`src/rtc_flags_cfg.svh`:
```
`ifndef RTC_FLAGS_CFG_SVH
`define RTC_FLAGS_CFG_SVH

// Register indices on the multiplexed bus
`define ADDR_CTRL_A        8'h0A
`define ADDR_CTRL_B        8'h0B
`define ADDR_EVENT_STATUS  8'h0C
`define ADDR_INTEGRITY     8'h0D

// Control A fields
`define OSC_LSB            4
`define OSC_MSB            6
`define RATE_LSB           0
`define RATE_MSB           3
`define OSC_RUN            3'h2
`define OSC_RUN_UNLOCK     3'h3
`define CTRL_A_RESET       8'h00

// Control B fields
`define BIT_INHIBIT        7
`define BIT_PER_EN         6
`define BIT_ALM_EN         5
`define BIT_UPD_EN         4
`define BIT_SQ_EN          3
`define CTRL_B_RESET       8'h00

// Event status fields
`define BIT_IRQF           7
`define BIT_PER_FLAG       6
`define BIT_ALM_FLAG       5
`define BIT_UPD_FLAG       4
`define BIT_KHZE           2

// Integrity status
`define BIT_VALID          7

// Oscillator and timing
`define OSC_HZ             32768
`define CLK_HZ             100000000
`define OSC_HALF_CYCLES    ((`CLK_HZ + 2 * `OSC_HZ - 1) / (2 * `OSC_HZ))

`endif

```
`src/rtc_flags_pkg.sv`:
```
`default_nettype none
package rtc_flags_pkg;

  typedef struct packed {
    logic       ale;
    logic       cs;
    logic       rd;
    logic       wr;
    logic [7:0] wdata;
  } bus_req_t;

  typedef struct packed {
    logic update_done;
    logic alarm_match;
    logic periodic_tick;
  } event_strobes_t;

endpackage

`default_nettype wire

```
`src/osc_divider.sv`:
```
`timescale 1ns/1ps
`default_nettype none

// Makes the 32.768 kHz square wave as a toggling level from ref_clk.
module osc_divider #(
  parameter int HALF_CYCLES = 2
) (
  input  wire logic ref_clk,
  input  wire logic rst_n,
  input  wire logic run,
  output var  logic wave
);

  localparam int CW = $clog2(HALF_CYCLES + 1);

  logic [CW-1:0] count;

  always_ff @(posedge ref_clk or negedge rst_n) begin
    if (!rst_n) begin
      count <= '0;
      wave  <= 1'b0;
    end else if (!run) begin
      count <= '0;
      wave  <= 1'b0;
    end else if (count == CW'(HALF_CYCLES - 1)) begin
      count <= '0;
      wave  <= ~wave;
    end else begin
      count <= count + 1'b1;
    end
  end

endmodule

`default_nettype wire

```
`src/rtc_event_status_flags.sv`:
```
`timescale 1ns/1ps
`default_nettype none
`include "rtc_flags_cfg.svh"

module rtc_event_status_flags
  import rtc_flags_pkg::*;
(
  input  wire logic           ref_clk,
  input  wire logic           rst_n,
  input  wire bus_req_t       bus,
  input  wire logic [7:0]     ad_in,
  output logic [7:0]          ad_out,
  output logic                ad_oe,
  input  wire event_strobes_t events,
  input  wire logic           backup_valid,
  input  wire logic           sq_rate_wave,
  output logic                buffer_transfer_en,
  output logic [3:0]          rate_select,
  output logic                divider_run,
  output logic                irq_n,
  output logic                square_wave_out
);

  logic [7:0] addr;
  logic [7:0] ctrl_a;
  logic [7:0] ctrl_b;
  logic       update_ended_flag;
  logic       alarm_flag;
  logic       periodic_flag;
  logic       irq_request_flag;
  logic       khz_out_enable;
  logic [7:0] next_rdata;
  logic       khz_wave;
  logic       status_unlocked;
  logic       status_read;
  logic       status_write;
  logic       irq_cond;
  logic       ctrl_a_write;
  logic       ctrl_b_write;

  function automatic logic hit(input logic [7:0] a, input logic [7:0] target);
    return bus.cs && (a == target);
  endfunction

  always_ff @(posedge ref_clk or negedge rst_n) begin
    if (!rst_n) begin
      addr <= 8'h00;
    end else if (bus.ale) begin
      addr <= ad_in;
    end
  end

  assign status_unlocked = (ctrl_a[`OSC_MSB:`OSC_LSB] == `OSC_RUN_UNLOCK);
  assign status_read     = bus.rd && hit(addr, `ADDR_EVENT_STATUS);
  assign status_write    = bus.wr && hit(addr, `ADDR_EVENT_STATUS) && status_unlocked;
  assign ctrl_a_write    = bus.wr && hit(addr, `ADDR_CTRL_A);
  assign ctrl_b_write    = bus.wr && hit(addr, `ADDR_CTRL_B);

  always_ff @(posedge ref_clk or negedge rst_n) begin
    if (!rst_n) begin
      ctrl_a <= `CTRL_A_RESET;
    end else if (ctrl_a_write) begin
      ctrl_a <= {1'b0, bus.wdata[6:0]};
    end
  end

  always_ff @(posedge ref_clk or negedge rst_n) begin
    if (!rst_n) begin
      ctrl_b <= `CTRL_B_RESET;
    end else begin
      if (ctrl_b_write) begin
        ctrl_b <= bus.wdata;
      end
      // Inhibit wins over a write of the update enable
      if ((ctrl_b_write && bus.wdata[`BIT_INHIBIT]) ||
          (ctrl_b[`BIT_INHIBIT] && !ctrl_b_write)) begin
        ctrl_b[`BIT_UPD_EN] <= 1'b0;
      end
    end
  end

  assign buffer_transfer_en = ~ctrl_b[`BIT_INHIBIT];
  assign rate_select        = ctrl_a[`RATE_MSB:`RATE_LSB];
  assign divider_run        = (ctrl_a[`OSC_MSB:`OSC_LSB] == `OSC_RUN) ||
                              status_unlocked;

  // Events win over the read clear so nothing is lost
  always_ff @(posedge ref_clk or negedge rst_n) begin
    if (!rst_n) begin
      update_ended_flag <= 1'b0;
    end else if (status_write) begin
      update_ended_flag <= bus.wdata[`BIT_UPD_FLAG] | events.update_done;
    end else begin
      update_ended_flag <= events.update_done |
                           (update_ended_flag & ~status_read);
    end
  end

  always_ff @(posedge ref_clk or negedge rst_n) begin
    if (!rst_n) begin
      alarm_flag <= 1'b0;
    end else if (status_write) begin
      alarm_flag <= bus.wdata[`BIT_ALM_FLAG] | events.alarm_match;
    end else begin
      alarm_flag <= events.alarm_match |
                    (alarm_flag & ~status_read);
    end
  end

  always_ff @(posedge ref_clk or negedge rst_n) begin
    if (!rst_n) begin
      periodic_flag <= 1'b0;
    end else if (status_write) begin
      periodic_flag <= bus.wdata[`BIT_PER_FLAG] | events.periodic_tick;
    end else begin
      periodic_flag <= events.periodic_tick |
                       (periodic_flag & ~status_read);
    end
  end

  // Condition is checked on the next values so a fresh event raises the request
  assign irq_cond =
      (ctrl_b[`BIT_ALM_EN] && (events.alarm_match   || (alarm_flag && !status_read))) ||
      (ctrl_b[`BIT_PER_EN] && (events.periodic_tick || (periodic_flag && !status_read))) ||
      (ctrl_b[`BIT_UPD_EN] && (events.update_done   || (update_ended_flag && !status_read)));

  always_ff @(posedge ref_clk or negedge rst_n) begin
    if (!rst_n) begin
      irq_request_flag <= 1'b0;
    end else if (status_write) begin
      irq_request_flag <= bus.wdata[`BIT_IRQF] | irq_cond;
    end else begin
      irq_request_flag <= irq_cond | (irq_request_flag & ~status_read);
    end
  end

  assign irq_n = ~irq_request_flag;

  always_ff @(posedge ref_clk or negedge rst_n) begin
    if (!rst_n) begin
      khz_out_enable <= 1'b0;
    end else if (ctrl_a_write &&
                 bus.wdata[`OSC_MSB:`OSC_LSB] != `OSC_RUN_UNLOCK) begin
      khz_out_enable <= 1'b0;
    end else if (status_write) begin
      khz_out_enable <= bus.wdata[`BIT_KHZE];
    end
  end

  osc_divider #(
    .HALF_CYCLES(`OSC_HALF_CYCLES)
  ) u_osc (
    .ref_clk (ref_clk),
    .rst_n   (rst_n),
    .run     (khz_out_enable),
    .wave    (khz_wave)
  );

  // Square-wave disabled means held low
  always_ff @(posedge ref_clk or negedge rst_n) begin
    if (!rst_n) begin
      square_wave_out <= 1'b0;
    end else if (!ctrl_b[`BIT_SQ_EN]) begin
      square_wave_out <= 1'b0;
    end else if (khz_out_enable) begin
      square_wave_out <= khz_wave;
    end else begin
      square_wave_out <= sq_rate_wave;
    end
  end

  always_comb begin
    next_rdata = 8'h00;
    case (addr)
      `ADDR_CTRL_A: next_rdata = ctrl_a;
      `ADDR_CTRL_B: next_rdata = ctrl_b;
      `ADDR_EVENT_STATUS: begin
        next_rdata[`BIT_IRQF] = irq_request_flag;
        next_rdata[`BIT_PER_FLAG] = periodic_flag;
        next_rdata[`BIT_ALM_FLAG] = alarm_flag;
        next_rdata[`BIT_UPD_FLAG] = update_ended_flag;
        next_rdata[`BIT_KHZE] = khz_out_enable;
      end
      `ADDR_INTEGRITY: next_rdata[`BIT_VALID] = backup_valid;
      default: next_rdata = 8'h00;
    endcase
  end

  always_ff @(posedge ref_clk or negedge rst_n) begin
    if (!rst_n) begin
      ad_out <= 8'h00;
    end else if (bus.rd && bus.cs) begin
      ad_out <= next_rdata;
    end
  end

  always_ff @(posedge ref_clk or negedge rst_n) begin
    if (!rst_n) begin
      ad_oe <= 1'b0;
    end else begin
      ad_oe <= bus.rd && bus.cs;
    end
  end

endmodule

`default_nettype wire

```
`config.mk`:
```
export PLATFORM = sky130hd
export DESIGN_NAME = rtc_event_status_flags
export DESIGN_NICKNAME = d
export VERILOG_FILES = /design/src/rtc_flags_pkg.sv /design/src/osc_divider.sv /design/src/rtc_event_status_flags.sv
export VERILOG_INCLUDE_DIRS = /design/src
export SDC_FILE = /design/constraint.sdc
export NUM_CORES = 1
export LEC_CHECK = 0
export BUFFER_PORTS_ARGS = -buffer_cell sky130_fd_sc_hd__clkbuf_2
export CORE_ASPECT_RATIO = 1.1
export CORE_UTILIZATION = 35
export DETAILED_ROUTE_END_ITERATION = 10
export GPL_TIMING_DRIVEN = 0
export PLACE_DENSITY_LB_ADDON = 0.3
export SYNTH_ARGS = -nofsm -noshare
export SYNTH_HDL_FRONTEND = slang
export SYNTH_SLANG_ARGS = --single-unit
```
`constraint.sdc`:
```
create_clock -name ref_clk -period 1.71 [get_ports ref_clk]
set_input_delay 0.342 -clock ref_clk [delete_from_list [all_inputs] [get_ports ref_clk]]
set_output_delay 0.342 -clock ref_clk [all_outputs]
set_load 0.01 [all_outputs]
```
Yosys cells after proc, flatten, opt, wreduce, memory -nomap -nowiden
Index checks and enable logic that the tools add are counted.
{"block": "word_totals", "in_bits": 27, "mem_count": 0, "reg_bits": 50, "wordCells": 88, "latchBits": 0, "ramBits": 0, "mem_bits_ro": 0}
{"block": "classes", "reduce_logical": 29, "mux": 19, "eq_ne": 9, "addsub": 1, "n_shift": 0, "div_mod_pow": 0, "bitwise": 16, "mul": 0, "n_lt_le_gt_ge": 0}
{"op": "8-bit by 4-bit == test with 1-bit output, second input constant", "n": 4}
{"op": "11-bit two-way mux", "n": 2}
{"op": "1-bit logical AND", "n": 18}
{"op": "11-bit by 1-bit adder with 11-bit output, second input constant", "n": 1}
{"op": "11-bit == test, second input constant", "n": 1}
{"op": "1-bit two-way mux", "n": 11}
{"op": "3-bit one-hot mux with 3 select lines", "n": 1}
{"op": "1-bit bitwise OR", "n": 8}
{"op": "1-bit logical OR", "n": 7}
{"op": "3-bit by 2-bit == test with 1-bit output, second input constant", "n": 2}
{"op": "1-bit one-hot mux with 3 select lines", "n": 2}
{"op": "5-bit two-way mux", "n": 1}
{"op": "1-bit AND", "n": 4}
{"op": "1-bit NOT", "n": 4}
{"op": "2-bit one-hot mux with 2 select lines", "n": 1}
{"op": "2-bit nonzero test", "n": 2}
{"op": "3-bit by 2-bit inequality test with 1-bit output, second input constant", "n": 1}
{"op": "1-bit zero test", "n": 2}
{"op": "2-bit by 1-bit inequality test with 1-bit output, second input constant", "n": 1}
{"op": "1-bit one-hot mux with 2 select lines", "n": 1}

Depth between registers and ports, before layout
{"block": "logic_depth", "word_depth": 11, "mapped_depth": 7, "depth_no_buf": 6}

By module
From an unflattened synthesis, not the netlist that was laid out.
{"block": "hier_totals", "hier_cells": 197, "area_unflattened_um2": 2382.3}
{"mod": "rtc_event_status_flags", "cells_each": 136, "seq_area_each_um2": 950.9, "area_per_inst_um2": 1759.2, "instances": 1}
{"mod": "osc_divider", "cells_each": 61, "seq_area_each_um2": 300.3, "area_per_inst_um2": 623.1, "instances": 1}

Worst setup path before layout
OpenSTA, ideal clock, no wires.
{"block": "synth_timing", "path_type": "register to register", "startpoint": "register addr[2]", "endpoint": "register ctrl_a[0]", "path_buffers": 0, "period_less_slack_ps": 1653, "setup_slack_ps": 57, "t_arrival_ps": 1529, "stages_incl_launch_ff": 5, "path_cell_list": "dfrtp_1 -> nor4_2 -> nand4b_2 -> nor3_4 -> mux2_2"}
{"block": "synth_via", "elab_chain_cells": 3}
{"item": "from (decl)", "line": "rtc_event_status_flags.sv:24", "text": "logic [7:0] addr;"}
{"item": "from (signal assigned)", "line": "rtc_event_status_flags.sv:49", "text": "addr <= ad_in;"}
{"item": "8-bit by 4-bit == test with 1-bit output", "line": "rtc_event_status_flags.sv:42", "text": "return bus.cs && (a == target);"}
{"item": "1-bit logical AND", "line": "rtc_event_status_flags.sv:42"}
{"item": "1-bit logical AND", "line": "rtc_event_status_flags.sv:56", "text": "assign ctrl_a_write = bus.wr && hit(addr, `ADDR_CTRL_A);"}
{"item": "to (signal assigned)", "line": "rtc_event_status_flags.sv:61", "text": "ctrl_a <= `CTRL_A_RESET;"}
{"item": "to (signal assigned)", "line": "rtc_event_status_flags.sv:63", "text": "ctrl_a <= {1'b0, bus.wdata[6:0]};"}
{"item": "to (decl)", "line": "rtc_event_status_flags.sv:25", "text": "logic [7:0] ctrl_a;"}
Every way passes these cells.
A chain may end at the register's enable or synchronous reset.

Worst setup path after layout
{"block": "layout_timing", "startpoint": "register addr[2]", "endpoint": "register ctrl_a[1]"}
Same word-level chain as after synthesis.

==> flow_summary_export.csv <==
group,metric,value,unit
cells_and_area,drive_above_1_share,0.381,
floorplan,dieArea,6980,sq um
floorplan,row_count,30,
detailed_routing,ant_nets,0,
global_route,grt_pass1_vias,1736,
setup_path,r2r_cells,5,
setup_path,worstSetupPathType,"register to register",
setup_path,start_kind,"register",
timing,layout_worst_path_cycle_share,0.989,
global_route,antenna_found_initial,0,
cells_and_area,fillers,598,
clock_tree,cts_buffers,5,
detailed_routing,wl_per_cell,15.3,microns
synth,ys_ff_latch,50,
global_route,grt_max_degree,51,
timing,worst_clock_skew,9.64,ps
power,p_total,2.29,mW
clock_tree,cts.sinks,50,
cells_and_area,mostFrequentLayoutCells,"dfrtp_1 (48), clkbuf_2 (41), nand2_1 (24), nor2_1 (16), mux2_2 (14)",
place,io_buffer_count,42,
clock_tree,cts_tree,"yes",
timing,finalSetupViolCount,0,
timing,finalHoldViolCount,0,
synth,synth_compound_area_frac,0.0839,
cells_and_area,stdcell_count,337,
timing,drv_slew,0,
setup_path,r2r-end,"ctrl_a[1]",
synth,synth-warning-count,0,
floorplan,die-width,79.7,microns
setup_path,critPathLaunch,"addr[2]",
detailed_routing,vias,1728,
run,maxCapViolations,0,
detailed_routing,wl,5160,microns
synth,ys.flop_type,"dfrtp_1",
setup_path,r2r-start,"addr[2]",
clock_tree,root_buffer,"clkbuf_8",
synth,synth_xor_area_frac,0.0377,
setup_path,ff2ff_setup_slack,20,ps
timing,slew-limit-headroom,0.695,
power,peakVddDrop,0.000432,V
run_status,outcome,"finished clean",
clock_tree,htree_levels,2,
place,gp_congestion,0.756,
floorplan,die_h,87.5,microns
synth,synth-simple-area-share,0.180,
synth,ys_seq_area_frac,0.538,
setup_path,cpPeakStageDelay,460,ps
cells_and_area,design_area,2900,sq um
setup_path,crit_slowest_cell,"dfrtp_2",
clock_tree,clk_latency,300,ps
detailed_routing,drtPass1Iterations,4,
synth,synth-edff-count,0,
synth,syn_area,2330,sq um
timing,fin_ws,18.0,ps
setup_path,worst-path-max-fanout,5,
global_route,grt_pass1_wl,8690,microns
timing,worst_pin_slew,457,ps
worst_hold_path,hold_class,"input port to register",
floorplan,core_area,6310,sq um
place,dpl_cell_area,2640,sq um
setup_path,cp.arrival,1890,ps
floorplan,start_util,0.369,
synth,avgSynthCellArea,11.7,sq um
synth,synth_mux_area_frac,0.123,
detailed_routing,viasPerCell,5.13,
clock_tree,cts_buffer_depth,2,
setup_path,critPathCaptureType,"register",
cells_and_area,nNetsFinal,285,
cells_and_area,syn2layout_area_growth,24.9,%
timing,hold_ws,246,ps
floorplan,pin_count,44,
setup_path,crit_chain,"nor4_4, nand4b_4, nor3_4, buf_6, mux2_4",
cells_and_area,diodes,0,
cells_and_area,final_common_cell,"dfrtp_1",
setup_path,endpoint,"ctrl_a[1]",
place,dp_worst_setup_slack,-203,ps
power,p_per_area,787,nW/um^2
synth,synth_fp_nets,228,
timing,fmax,0.591,GHz
synth,synthAdderAreaFrac,0.0108,
synth,synth_cells,199,
setup_path,worstPathRequired,1910,ps
power,cellLeakagePower,1.34,nW
clock_tree,clkTransAtPathRegs,100,ps
synth,ys_types,43,
timing,rsz0062_at_grt,"yes",
place,numPlacedInstances,321,
place,hpwl,3610,microns
synth,async_flop_share,1.00,
timing,fin_crit,1690,ps
global_route,grt_overflow,0,
synth,synth_top_family_by_area,"simple AND/OR/NAND/NOR gates",
detailed_routing,drtIter0Drc,126,
detailed_routing,drc,0,
global_route,grt_util_all_layers,0.163,
[cell type report]
| type | count | area [sq um] | area share |
|---|---|---|---|
| clock buffers | 6 | 82.6 | 0.0284 |
| well taps | 80 | 100 | 0.0345 |
| flip-flops and latches | 50 | 1250 | 0.432 |
| clock inverters | 2 | 12.5 | 0.00431 |
| repair buffers | 51 | 313 | 0.108 |
| multi-input cells | 137 | 1080 | 0.373 |
| inverters | 5 | 18.8 | 0.00646 |
| plain buffers | 6 | 41.3 | 0.0142 |
[worst max-delay path: cells and delay by family, from the launching register on]
family	cells	cell delay, ps
buffers and inverters	1	160
muxes	1	300
and+or+nand+nor	3	670
DFF	1	460
[per-layer routing]
layer	wire (microns)	up-vias	part of all wire	global-route usage
li1	-	820	-	-
met2	2510	49	0.49	0.267
met1	2370	854	0.46	0.217
met4	55	0	0.011	0.0479
met5	0	-	0	0
met3	225	5	0.044	0.0366
[per-stage QoR]
step	util	TNS, ps
floorplan	-	0
global placement	0.418	-1750
detailed placement	0.418	-2060
CTS	0.443	-289
global route	0.461	-238
finish	0.461	0
[sequential cells by signal (all words and copies together) (netlist names)]
register	cells
khz_out_enable	1
update_ended_flag	1
u_osc.count	11
irq_request_flag	1
ad_oe	1
ad_out	8
alarm_flag	1
u_osc.wave	1
ctrl_b	8
addr	8
periodic_flag	1
square_wave_out	1
ctrl_a	7
[synthesized netlist by cell type, types with 2 or more instances]
cell type / n / area [sq um]
inv_1: 5 / 18.8
o21ai_0: 6 / 30.0
mux2i_1: 5 / 50.1
nand2_1: 25 / 93.8
a21oi_1: 2 / 10.0
mux2_2: 21 / 236
a21boi_0: 4 / 30.0
nand3_1: 4 / 20.0
nand4_1: 4 / 25.0
xor2_1: 7 / 61.3
ha_1: 2 / 25.0
xnor2_1: 3 / 26.3
nor2_1: 16 / 60.1
and4_1: 4 / 35.0
a222oi_1: 2 / 20.0
clkbuf_1: 2 / 7.51
buf_4: 4 / 30.0
dfrtp_1: 50 / 1250
and2_1: 2 / 12.5
a32oi_1: 4 / 35.0
a221o_1: 3 / 30.0
nor3_1: 2 / 10.0
nor2b_1: 2 / 12.5
[repair_timing]
action / in CTS / in global routing
hold buffers: 0 / 1
endpoints found under the hold margin: 0 / 15
gates resized for setup: 3 / 17
setup endpoints to repair: 29 / 20
setup buffers: 5 / 2
pin swaps: 4 / 5
[cell families after synthesis]
family / Yosys count
fa+ha+maj: 2
compound gates: 26
xor+xnor: 10
mux: 26
buf+inv: 12
flops: 50
simple gates: 73
[where the power goes]
part	internal, mW	switching [mW]	leakage (nW)	total, mW
clock	0.326	0.405	0.0472	0.731
sequential	1.23	0.0577	0.653	1.29
combinational	0.134	0.135	0.637	0.269
total	1.69	0.597	1.34	2.29
[worst min path at each step]
stage                startpoint                to  slack (ps)  cells past startpoint
6_report              events[1]        alarm_flag         250                      2
5_1_grt               events[1]        alarm_flag         240                      2
4_1_cts               events[1]        alarm_flag         240                      2
3_5_place_dp   irq_request_flag  irq_request_flag         480                      1
3_3_place_gp   irq_request_flag  irq_request_flag         470                      1
2_1_floorplan             rst_n             ad_oe          50                      0
Power figures use the tool's default switching activity.
